$ cat src/scd_regs.vh
`ifndef SCD_REGS_VH
`define SCD_REGS_VH

// ----------------------------------------
// register map
// ----------------------------------------
`define SCD_ADDR_W 8
`define SCD_DATA_W 8
`define SCD_CTRL_ADDR 8'hbd
`define SCD_CTRL_RESET 8'h00

// ----------------------------------------
// field positions
// ----------------------------------------
`define SCD_READY_BIT 7
`define SCD_DIV_MSB 6
`define SCD_DIV_LSB 4
`define SCD_RSVD_BIT 3
`define SCD_SRC_MSB 2
`define SCD_SRC_LSB 0
`define SCD_DIV_W 3
`define SCD_SRC_W 3

// ----------------------------------------
// field codes and divider sizing
// ----------------------------------------
`define SCD_SRC_INT 3'h0
`define SCD_SRC_EXT 3'h1
`define SCD_DIV_RESET 3'h0
`define SCD_SRC_RESET 3'h0
`define SCD_CNT_W 7

`endif

$ cat src/scd_edge.v
`timescale 1ns/1ps
`default_nettype none

module scd_edge
(
  input wire core_clk,
  input wire resetn,
  input wire level_in,
  output wire rise
);

  reg level_reg;

  // inputs are synchronous to core_clk, so one stage suffices
  always @(posedge core_clk or negedge resetn)
  begin
    if (!resetn)
    begin
      level_reg <= 1'b0;
    end
    else
    begin
      level_reg <= level_in;
    end
  end

  assign rise = level_in & ~level_reg;

endmodule

`default_nettype wire

$ cat src/scd_clock_ctrl.v
// The implementer's own choice: the plain strobed port.
`timescale 1ns/1ps
`default_nettype none
`include "scd_regs.vh"

module scd_clock_ctrl
#(
  parameter CNT_W = `SCD_CNT_W
)
(
  input wire core_clk,
  input wire resetn,
  input wire [`SCD_ADDR_W-1:0] reg_addr,
  input wire [`SCD_DATA_W-1:0] reg_wdata,
  input wire reg_wr,
  input wire reg_rd,
  output reg [`SCD_DATA_W-1:0] reg_rdata,
  input wire int_osc_in,
  input wire ext_osc_in,
  output reg core_clock_out,
  output wire divider_ready_flag
);

  // ----------------------------------------
  // states
  // ----------------------------------------
  localparam [1:0] ST_PEND = 2'b01;
  localparam [1:0] ST_READY = 2'b10;

  // ----------------------------------------
  // storage
  // ----------------------------------------
  // written values, readable at once
  reg [`SCD_DIV_W-1:0] core_clock_out_divide_field_reg;
  reg [`SCD_SRC_W-1:0] clock_source_select_field_reg;
  // values in effect on the output clock
  reg [`SCD_DIV_W-1:0] act_div_reg;
  reg [`SCD_DIV_W-1:0] act_div_next;
  reg [`SCD_SRC_W-1:0] act_src_reg;
  reg [`SCD_SRC_W-1:0] act_src_next;
  reg [CNT_W-1:0] cnt_reg;
  reg [CNT_W-1:0] cnt_next;
  reg [1:0] state_reg;
  reg [1:0] state_next;
  reg clk_out_next;
  reg [`SCD_DATA_W-1:0] rdata_next;

  wire ctrl_hit;
  wire ctrl_wr;
  wire int_rise;
  wire ext_rise;
  wire use_ext;
  wire sel_level;
  wire sel_rise;
  wire [CNT_W-1:0] div_mask;
  wire at_boundary;
  wire pending_differs;

  assign ctrl_hit = (reg_addr == `SCD_CTRL_ADDR);
  assign ctrl_wr = reg_wr & ctrl_hit;

  // ----------------------------------------
  // source edge detection
  // ----------------------------------------
  scd_edge u_int_edge
  (
    .core_clk(core_clk),
    .resetn(resetn),
    .level_in(int_osc_in),
    .rise(int_rise)
  );

  scd_edge u_ext_edge
  (
    .core_clk(core_clk),
    .resetn(resetn),
    .level_in(ext_osc_in),
    .rise(ext_rise)
  );

  // reserved source codes fall back to the internal oscillator
  assign use_ext = (act_src_reg == `SCD_SRC_EXT);
  assign sel_level = use_ext ? ext_osc_in : int_osc_in;
  assign sel_rise = use_ext ? ext_rise : int_rise;

  // ----------------------------------------
  // switch point
  // ----------------------------------------
  // new settings only take over where the divided clock has just
  // completed a period, so no runt pulse reaches the core
  assign div_mask = ~({CNT_W{1'b1}} << act_div_reg);
  assign at_boundary = sel_rise & ((cnt_reg & div_mask) == div_mask);
  assign pending_differs = (core_clock_out_divide_field_reg != act_div_reg) |
    (clock_source_select_field_reg != act_src_reg);

  // ----------------------------------------
  // control register writes
  // ----------------------------------------
  always @(posedge core_clk or negedge resetn)
  begin
    if (!resetn)
    begin
      core_clock_out_divide_field_reg <= `SCD_DIV_RESET;
      clock_source_select_field_reg <= `SCD_SRC_RESET;
    end
    else if (ctrl_wr)
    begin
      core_clock_out_divide_field_reg <= reg_wdata[`SCD_DIV_MSB:`SCD_DIV_LSB];
      clock_source_select_field_reg <= reg_wdata[`SCD_SRC_MSB:`SCD_SRC_LSB];
    end
  end

  // ----------------------------------------
  // apply state machine
  // ----------------------------------------
  always @*
  begin
    state_next = state_reg;
    act_div_next = act_div_reg;
    act_src_next = act_src_reg;
    case (state_reg)
      ST_PEND:
      begin
        if (at_boundary)
        begin
          act_div_next = core_clock_out_divide_field_reg;
          act_src_next = clock_source_select_field_reg;
          // a write landing on the same edge keeps the flag low
          if (!ctrl_wr)
          begin
            state_next = ST_READY;
          end
        end
      end
      ST_READY:
      begin
        if (ctrl_wr)
        begin
          state_next = ST_PEND;
        end
      end
      default:
      begin
        state_next = ST_PEND;
      end
    endcase
  end

  // ----------------------------------------
  // divider counter and output clock
  // ----------------------------------------
  always @*
  begin
    cnt_next = cnt_reg;
    if (at_boundary && (state_reg == ST_PEND))
    begin
      cnt_next = {CNT_W{1'b0}};
    end
    else if (sel_rise)
    begin
      cnt_next = cnt_reg + {{(CNT_W-1){1'b0}}, 1'b1};
    end
  end

  // bit k of the edge count toggles every 2**k source periods
  always @*
  begin
    if (act_div_reg == `SCD_DIV_RESET)
    begin
      clk_out_next = sel_level;
    end
    else
    begin
      clk_out_next = cnt_reg[act_div_reg - 3'h1];
    end
  end

  always @(posedge core_clk or negedge resetn)
  begin
    if (!resetn)
    begin
      state_reg <= ST_PEND;
      act_div_reg <= `SCD_DIV_RESET;
      act_src_reg <= `SCD_SRC_RESET;
      cnt_reg <= {CNT_W{1'b0}};
      core_clock_out <= 1'b0;
    end
    else
    begin
      state_reg <= state_next;
      act_div_reg <= act_div_next;
      act_src_reg <= act_src_next;
      cnt_reg <= cnt_next;
      core_clock_out <= clk_out_next;
    end
  end

  // pending compare keeps the flag honest if the state and values drift
  assign divider_ready_flag = (state_reg == ST_READY) & ~pending_differs;

  // ----------------------------------------
  // read port
  // ----------------------------------------
  always @*
  begin
    rdata_next = {`SCD_DATA_W{1'b0}};
    if (reg_rd && ctrl_hit)
    begin
      rdata_next[`SCD_READY_BIT] = divider_ready_flag;
      rdata_next[`SCD_DIV_MSB:`SCD_DIV_LSB] = core_clock_out_divide_field_reg;
      rdata_next[`SCD_RSVD_BIT] = 1'b0;
      rdata_next[`SCD_SRC_MSB:`SCD_SRC_LSB] = clock_source_select_field_reg;
    end
  end

  // data stands only in the cycle after the read strobe
  always @(posedge core_clk or negedge resetn)
  begin
    if (!resetn)
    begin
      reg_rdata <= {`SCD_DATA_W{1'b0}};
    end
    else
    begin
      reg_rdata <= rdata_next;
    end
  end

endmodule

`default_nettype wire

$ cat config.mk
export PLATFORM = sky130hd
export DESIGN_NAME = scd_clock_ctrl
export DESIGN_NICKNAME = d
export VERILOG_FILES = /design/src/scd_edge.v /design/src/scd_clock_ctrl.v
export VERILOG_INCLUDE_DIRS = /design/src /design/src/src
export SDC_FILE = /design/constraint.sdc
export NUM_CORES = 1
export LEC_CHECK = 0
export BUFFER_PORTS_ARGS = -buffer_cell sky130_fd_sc_hd__buf_2
export CAP_MARGIN = 20
export CORE_MARGIN = 1.5
export CORE_UTILIZATION = 54
export DETAILED_ROUTE_END_ITERATION = 6
export PLACE_DENSITY_LB_ADDON = 0.2
export SYNTH_ARGS = -nofsm -noshare
export SYNTH_HDL_FRONTEND = slang
export SYNTH_SLANG_ARGS = --single-unit
$ cat constraint.sdc
create_clock -name core_clk -period 2.39 [get_ports core_clk]
set_input_delay 0.478 -clock core_clk [delete_from_list [all_inputs] [get_ports core_clk]]
set_output_delay 0.478 -clock core_clk [all_outputs]
set_load 0.01 [all_outputs]
# Word-level counts from Yosys, hierarchy flattened
# Index checks and enable logic that the tools add are counted.
# Widths: inputs -> output; s select.
[totals]
register_bits = 32
inputBits = 22
out_inout_bits = 10
[op_classes]
add_sub_neg = 2
order_cmp = 1
n_eq_ne = 10
shift = 1
muxes = 12
n_bitwise = 11
reduce_logical = 6
[ops]
columns = ["op", "count"]
rows = [
  ["$mux 7", 2],
  ["$eq 8x8->1 const B", 1],
  ["$mux 8", 1],
  ["$add 7x1->7 const B", 1],
  ["$and 7x7->7", 1],
  ["$eq 7x7->1", 1],
  ["$not 7->7", 1],
  ["$shl 7x3->7 const A", 1],
  ["$mux 2", 3],
  ["$ne 2x2->1 const B", 3],
  ["$ne 3x3->1", 2],
  ["$and 1x1->1", 5],
  ["$lt 3x4->1 const B", 1],
  ["$mux 1", 4],
  ["$pmux 2 s2", 1],
  ["$bmux 1 s3", 1],
  ["$eq 3x1->1 const B", 1],
  ["$logic_not 3->1", 1],
  ["$not 1->1", 3],
  ["$reduce_and 3->1", 1],
  ["$sub 3x1->3 const B", 1],
  ["$eq 2x1->1 const B", 1],
  ["$eq 2x2->1 const B", 1],
  ["$logic_and 1x1->1", 2],
  ["other kinds (3)", 3],
]

# Longest topological paths before layout
# Gate-level depths: netlist of the first run.
[depth]
depth_word = 7
mapped_depth = 8
ltp_nobuf = 8

# By module
# Synthesis of the first run repeated with hierarchy kept, for this count alone.
[unflattened]
cells_unflattened = 124
area_unflattened_um2 = 1515.2
[modules_own_cells]
columns = ["mod", "n_inst", "cells_per_inst", "area_per_inst_um2", "seq_area_each_um2"]
rows = [
  ["scd_clock_ctrl", 1, 120, 1437.6, 726.9],
  ["scd_edge", 2, 2, 38.8, 25.0],
]

# Worst setup path before layout of the first run
# No wires, ideal clock.
[synth_path]
path_type = "reg2reg"
from = "register act_div_reg[0]"
to = "register act_div_reg[0]"
setup_ns = 0.125
arrival_ns = 2.081
required_time_ns = 2.265
slack_ns = 0.184
stages_incl_launch_ff = 9
n_path_buf = 0
period_less_slack_ns = 2.206
path_cell_list = "dfrtp_1 > inv_1 > ha_1 > inv_1 > ha_1 > nor2b_2 > a2111oi_4 > nand4_4 > mux2_4"
[synth_via]
elab_chain_cells = 6
[synth_rtl]
columns = ["item", "line_no", "text"]
rows = [
  ["start, declared", "scd_clock_ctrl.v:37", "reg [`SCD_DIV_W-1:0] act_div_reg;"],
  ["start signal, assigned", "scd_clock_ctrl.v:183", "act_div_reg <= `SCD_DIV_RESET;"],
  ["start signal, assigned", "scd_clock_ctrl.v:191", "act_div_reg <= act_div_next;"],
  ["$shl 7x3->7 *", "scd_clock_ctrl.v:91", "assign div_mask = ~({CNT_W{1'b1}} << act_div_reg);"],
  ["$not 7->7 *", "scd_clock_ctrl.v:91", ""],
  ["$and 7x7->7", "scd_clock_ctrl.v:92", "assign at_boundary = sel_rise & ((cnt_reg & div_mask) == div_mask);"],
  ["$eq 7x7->1 *", "scd_clock_ctrl.v:92", ""],
  ["$and 1x1->1 *", "scd_clock_ctrl.v:92", ""],
  ["$reduce_and 2->1 (no line) *", "--", ""],
]
# Mark *: on every way between the ends. The rest lies on a longest branch, timed or not.
# A chain may end at the register's enable or synchronous reset.

# Worst setup path after layout of the first run
[layout_path]
from = "register act_div_reg[0]"
to = "register cnt_reg[4]"
[layout_via]
elab_chain_cells = 7
[layout_rtl]
columns = ["item", "line_no", "text"]
rows = [
  ["$shl 7x3->7 *", "scd_clock_ctrl.v:91", ""],
  ["$not 7->7 *", "scd_clock_ctrl.v:91", ""],
  ["$and 7x7->7", "scd_clock_ctrl.v:92", ""],
  ["$eq 7x7->1 *", "scd_clock_ctrl.v:92", ""],
  ["$and 1x1->1 *", "scd_clock_ctrl.v:92", ""],
  ["$logic_and 1x1->1 *", "scd_clock_ctrl.v:155", "if (at_boundary && (state_reg == ST_PEND))"],
  ["$mux 7 / $reduce_bool 2->1 (equally long branches)", "--", ""],
  ["end signal, assigned", "scd_clock_ctrl.v:185", "cnt_reg <= {CNT_W{1'b0}};"],
  ["end signal, assigned", "scd_clock_ctrl.v:193", "cnt_reg <= cnt_next;"],
  ["end, declared", "scd_clock_ctrl.v:41", "reg [CNT_W-1:0] cnt_reg;"],
]
# Marks and branches as above.

==> results of run 1 <==
## worst max-delay path, stage by stage (launching register included)
cell and delay, ns:
dfrtp_1 0.39, inv_1 0.06, ha_1 0.16, inv_1 0.05, ha_1 0.17, nor2b_2 0.16, a2111oi_4 0.43, buf_4 0.22
nand3_2 0.13, a221o_1 0.33
## logic make-up (layout without fill, tap and decap cells)
kind of cell	Yosys count	after routing	synth area share [%]
simple gates	42	42	16.8
buf+inv	9	47	2.31
flops	31	31	47.9
xor+xnor	6	6	3.24
mux	19	19	15.0
compound gates	20	20	10.7
other cells	1	1	0.231
fa+ha+maj	5	5	3.86
## routing by layer
metal  vias up  part of all wire (%)  global-route usage (%)
met5         -                     0                       0
met4         0                   1.4                    10.3
met3         5                   5.4                    5.13
met2        29                    47                    32.6
met1       549                    46                    26.5
li1        554                     -                       -
## metrics by stage
step                      power [mW]  area [µm²]  util, %
after floorplan                 1.24        1620        -
after global placement          1.40        1820     65.0
after detailed placement        1.43        1820     65.0
after CTS                       1.94        1930     68.6
after global routing            2.04        1930     68.6
final                           1.92        1930     68.6
## report_power, final
part,switching (mW),total [mW],internal [mW]
combinational,0.326,0.663,0.337
clock,0.179,0.505,0.327
sequential,0.121,0.753,0.632
total,0.626,1.92,1.30
## placed cells by master (no fill, tap or decap), drive strengths merged, types with 3 or more instances in the layout
cell type and count:
buf 33, dfrtp 30, mux2 14, and3 7, o21ai 7, inv 6
clkbuf 6, nor2 5, nand2 5, ha 5, mux2i 4, a311oi 4
nand3 4, xor2 3, xnor2 3, or2 3, a221o 3, and2 3
## cell type report
cell class	count	area, µm²
clock buffer	6	41.3
sequential	31	777
fill	232	880
clock inverter	2	60.1
tap	31	38.8
multi-input combinational	93	808
timing repair buffer	33	178
inverter	6	22.5
## how the worst max path moves through the flow
stage | start | endpoint | slack [ns] | cells after the start
floorplan | act_div_reg[0]$_DFFE_PN0N_ | act_div_reg[0]$_DFFE_PN0N_ | 0.18 | 8
global placement | act_div_reg[0]$_DFFE_PN0N_ | cnt_reg[2]$_DFFE_PN0P_ | 0.23 | 9
detailed placement | act_div_reg[0]$_DFFE_PN0N_ | cnt_reg[4]$_DFFE_PN0P_ | 0.20 | 9
CTS | act_div_reg[0]$_DFFE_PN0N_ | cnt_reg[4]$_DFFE_PN0P_ | 0.18 | 9
global route | act_div_reg[0]$_DFFE_PN0N_ | cnt_reg[2]$_DFFE_PN0P_ | 0.02 | 9
finish | act_div_reg[0]$_DFFE_PN0N_ | cnt_reg[4]$_DFFE_PN0P_ | 0.18 | 9
## Yosys cell counts, types with 2 or more instances
master / count / area [µm²]
a221o_1: 3 / 30.0
a22o_1: 2 / 17.5
a311oi_1: 4 / 35.0
and2_1: 2 / 12.5
and2b_1: 2 / 15.0
and3_1: 7 / 43.8
clkbuf_1: 2 / 7.51
dfrtp_1: 30 / 751
ha_1: 5 / 62.6
inv_1: 6 / 22.5
mux2_2: 8 / 90.1
mux2_4: 6 / 90.1
mux2i_1: 4 / 40.0
nand2_1: 5 / 18.8
nand3_1: 3 / 15.0
nand4b_1: 2 / 17.5
nor2_1: 5 / 18.8
o21ai_0: 2 / 10.0
o21ai_1: 4 / 20.0
or2_1: 3 / 18.8
or2b_1: 2 / 15.0
or3_1: 2 / 12.5
xnor2_1: 3 / 26.3
xor2_1: 3 / 26.3
==> metrics, run 1 <==
Seq/Total Area, Yosys=~48%; nets=around 200; vias in the first global route=approximately 1,200; global route total overflow=0; Final ANT Viol Nets=0; die width=57.8 µm; wirelength, routed=approximately 3 mm; TritonCTS sink count=31; share of cells above drive strength 1=roughly 37%; critical path arrival=roughly 2.4 ns; CP Launch Type=flop; first-pass GRT wire length=a little over 5 mm; I/O Buffers=28; # DRC=3; Period minus WS final=2.21 ns; Power Dens Cells=about 1000 mW/mm²; Worst Hold Slack=between 0.15 and 0.2 ns; Yosys cell types=42; flops & latches, synth=31; CTS Buffer Depth=2; PostCTS Resize Cnt=0; Ys Warns=0; Iter 0 DRT Violations=24; max-slew violation count=0; Die H=57.8 µm; Post-synth EDFFs=0; Initial Util=just under 60%; crit path kind=flop to flop; core footprint=around 0.0028 mm²; Peak Freq=453 MHz; vias per cell=~5.6; initial antenna violation count=0; clock root buffer=clkbuf_4; # diodes=0; Avg Inst Size Synth=around 12 µm²; vias post-DR=around 1,100; Slew headroom=between 50% and 60%; reg2reg setup slack=between 0.15 and 0.2 ns; max-cap viol count=0; Post-Syn Area=0.00162 mm²; outcome=finished with violations; CP max FO=6; TritonCTS clock tree=done; Data required, critical path=around 2.6 ns; num rows=19; I/O pins=32; period utilization=between 90% and 100%; CTS H-tree lvls=2; worst min-delay path class=input port to asynchronous set/reset pin; Initial DRT Pass Iterations=7; maximum VDD drop=811 µV; syn nets=160; Skew-Pair Late Insertion Delay=roughly 0.33 ns; dpl ws=between 0.15 and 0.2 ns; Gate Count Post-Synth=133; Setup crit end kind=flop; RSZ-0062 raised after global routing=no; final setup violation count=0; total negative setup slack=0 ns; post-DP HPWL=roughly 2.2 mm; total CTS buffers=5; largest net degree at the start of global routing=32; Worst-path clk slew=approximately 0.10 ns; Critical R2R Launch=act_div_reg[0]$_DFFE_PN0N_; placed cells=194; Leak Pwr=0.976 nW; ys flop type=dfrtp_1; failing checks=design-rule violations; final std cells w/o fill=roughly 200; wire per inst=14.5 µm; Setup Skew=between 0.01 and 0.015 ns; postcts setup bufs=0; Least-Margin Pin Slew=0.679 ns; Final Hold Fails=0; worst setup margin=roughly 0.18 ns; R2R depth=9; ys async rst share=between 90% and 100%; hold_buf cts=0; gpl congestion=roughly 0.86; layout overhead on the synthesized area=18.7%; R2R Path End=cnt_reg[4]$_DFFE_PN0P_; Total GRT Usage=between 20% and 30%; die footprint=between 0.003 and 0.004 mm²
(Power assumes the default switching activity.)
==> run 2, diff against run 1 <==
--- a/config.mk
+++ b/config.mk
@@ -9,7 +9,8 @@
 export BUFFER_PORTS_ARGS = -buffer_cell sky130_fd_sc_hd__buf_2
 export CAP_MARGIN = 20
 export CORE_MARGIN = 1.5
-export CORE_UTILIZATION = 54
+export CORE_UTILIZATION = 55
+export CTS_BUF_LIST = sky130_fd_sc_hd__clkbuf_8
 export DETAILED_ROUTE_END_ITERATION = 6
 export PLACE_DENSITY_LB_ADDON = 0.2
 export SYNTH_ARGS = -nofsm -noshare
==> metrics, run 2 (synthesis results as in run 1) <==
CTS Buffer Depth=2 (unchanged); die footprint=0.00329 mm² (was 0.00334 mm²); register area=777 µm² (unchanged); worst setup margin=0.206 ns (was 0.184 ns); largest net degree at the start of global routing=32 (unchanged); share of cells above drive strength 1=37.1% (was 36.8%); R2R Path End=cnt_reg[3]$_DFFE_PN0P_ (was cnt_reg[4]$_DFFE_PN0P_); # diodes=0 (unchanged); commonest non-fill, non-tap cells in the layout=dfrtp_1, buf_2, mux2_2 (unchanged); CTS H-tree lvls=2 (unchanged); I/O Buffers=28 (unchanged); core footprint=0.00278 mm² (was 0.00281 mm²); first-pass GRT wire length=5.33 mm (was 5.14 mm); max-slew violation count=0 (unchanged); CP Launch Type=flop (unchanged); reg2reg setup slack=0.21 ns (was 0.18 ns); Setup crit end kind=flop (unchanged); I/O pins=32 (unchanged); final std cells w/o fill=201 (was 202); commonest non-fill, non-tap cell in the layout=dfrtp_1 (unchanged); Data required, critical path=2.55 ns (was 2.60 ns); initial antenna violation count=0 (unchanged); Final ANT Viol Nets=0 (unchanged); nets=197 (unchanged); placed cells=194 (unchanged); wire per inst=14.8 µm (was 14.5 µm); outcome=complete, no violations (was finished with violations); Critical R2R Launch=act_div_reg[0]$_DFFE_PN0N_ (unchanged); Total GRT Usage=21.4% (was 20.6%); Initial DRT Pass Iterations=4 (was 7); global route total overflow=0 (unchanged); TritonCTS clock tree=done (unchanged); Iter 0 DRT Violations=30 (was 24); R2R depth=9 (unchanged); total negative setup slack=0 ns (unchanged); fillers=218 (was 232); multi-input logic area=808 µm² (unchanged); fin util=68.7% (was 68.6%); Initial Util=58.3% (was 57.9%); post-DP HPWL=2.25 mm (was 2.19 mm); Leak Pwr=0.971 nW (was 0.976 nW); TritonCTS sink count=31 (unchanged); area post-placement=0.00182 mm² (unchanged); Slew headroom=55.4% (was 54.7%); die width=57.3 µm (was 57.8 µm); vias post-DR=1,136 (was 1,137); Slowest-stage cell, CP=a2111oi_4 (unchanged); PostCTS Resize Cnt=0 (unchanged); Worst Hold Slack=0.234 ns (was 0.170 ns); Worst-path clk slew=0.06 ns (was 0.10 ns); largest stage delay on the critical path=0.42 ns (was 0.43 ns); crit path kind=flop to flop (unchanged); final setup violation count=0 (unchanged); layout overhead on the synthesized area=17.8% (was 18.7%); # DRC=0 (was 3); Setup Skew=0.00572 ns (was 0.0100 ns); wirelength, routed=2.98 mm (was 2.93 mm); maximum VDD drop=657 µV (was 811 µV); max-cap viol count=0 (unchanged); Pwr Total=1.83 mW (was 1.92 mW); CP max FO=6 (unchanged); Power Dens Cells=955 mW/mm² (was 998 mW/mm²); num rows=19 (unchanged); clock root buffer=clkbuf_8 (was clkbuf_4); Skew-Pair Late Insertion Delay=0.28 ns (was 0.33 ns); period utilization=91.4% (was 92.3%); vias per cell=5.65 (was 5.63); worst-path cell chain=inv_1 > ha_1 > inv_1 > ha_1 > nor2b_2 > a2111oi_4 > buf_4 > nand3_2 > a221o_1 (unchanged); worst min-delay path class=input port to asynchronous set/reset pin (unchanged); RSZ-0062 raised after global routing=no (unchanged); gpl congestion=0.842 (was 0.863); Die H=57.3 µm (was 57.8 µm); Period minus WS final=2.18 ns (was 2.21 ns); Least-Margin Pin Slew=0.668 ns (was 0.679 ns); hold_buf cts=0 (unchanged); postcts setup bufs=0 (unchanged); vias in the first global route=1,191 (was 1,177); Peak Freq=458 MHz (was 453 MHz); Final Hold Fails=0 (unchanged); total CTS buffers=5 (unchanged); dpl ws=0.207 ns (was 0.199 ns); Final Cell Area=0.00191 mm² (was 0.00193 mm²); critical path arrival=2.34 ns (was 2.42 ns)
## run 2: changes by cell type in the layout (fill, tap and decap cells not counted)
| cell | delta |
|---|---|
| clkbuf_4 | -5 |
| clkbuf_1 | -1 |
| clkbuf_8 | +6 |
| bufinv_16 | -2 |
| clkinv_2 | +1 |
## run 2: worst max path at each step
| stage | end | cells past startpoint | slack [ns] | from |
|---|---|---|---|---|
| after detailed placement | cnt_reg[4]$_DFFE_PN0P_ | 9 | 0.21 | act_div_reg[0]$_DFFE_PN0N_ |
| after CTS | cnt_reg[3]$_DFFE_PN0P_ | 9 | 0.19 | act_div_reg[0]$_DFFE_PN0N_ |
| after floorplan | act_div_reg[0]$_DFFE_PN0N_ | 8 | 0.18 | act_div_reg[0]$_DFFE_PN0N_ |
| final | cnt_reg[3]$_DFFE_PN0P_ | 9 | 0.21 | act_div_reg[0]$_DFFE_PN0N_ |
| after global placement | cnt_reg[3]$_DFFE_PN0P_ | 9 | 0.24 | act_div_reg[0]$_DFFE_PN0N_ |
| after global routing | cnt_reg[2]$_DFFE_PN0P_ | 9 | 0.08 | act_div_reg[1]$_DFFE_PN0N_ |
## run 2: area by class of cell
cell class	count	area share [%]
clock buffer	6	4.32
inverter	6	1.18
timing repair buffer	33	9.29
tap	31	2.03
clock inverter	1	0.262
multi-input combinational	93	42.3
sequential	31	40.6
## run 2: critical path: cells and delay by family (launching register included)
family / cells / cell delay, ns
flip-flops: 1 / 0.38
adder cells (fa/ha/maj): 2 / 0.32
AND/OR/NAND/NOR: 2 / 0.29
AO/OA/AOI/OAI: 2 / 0.75
buffers and inverters: 3 / 0.32
## run 2: metal layers
metal  GRT usage (%)  wire length (µm)
met5               0                 0
met4            6.31                 8
met3            7.03               129
met2            33.8              1520
met1            28.5              1320
## run 2: power breakdown
group	total [mW]	internal (mW)	switching [mW]
registers	0.755	0.634	0.121
clock network	0.404	0.225	0.179
logic	0.667	0.338	0.329
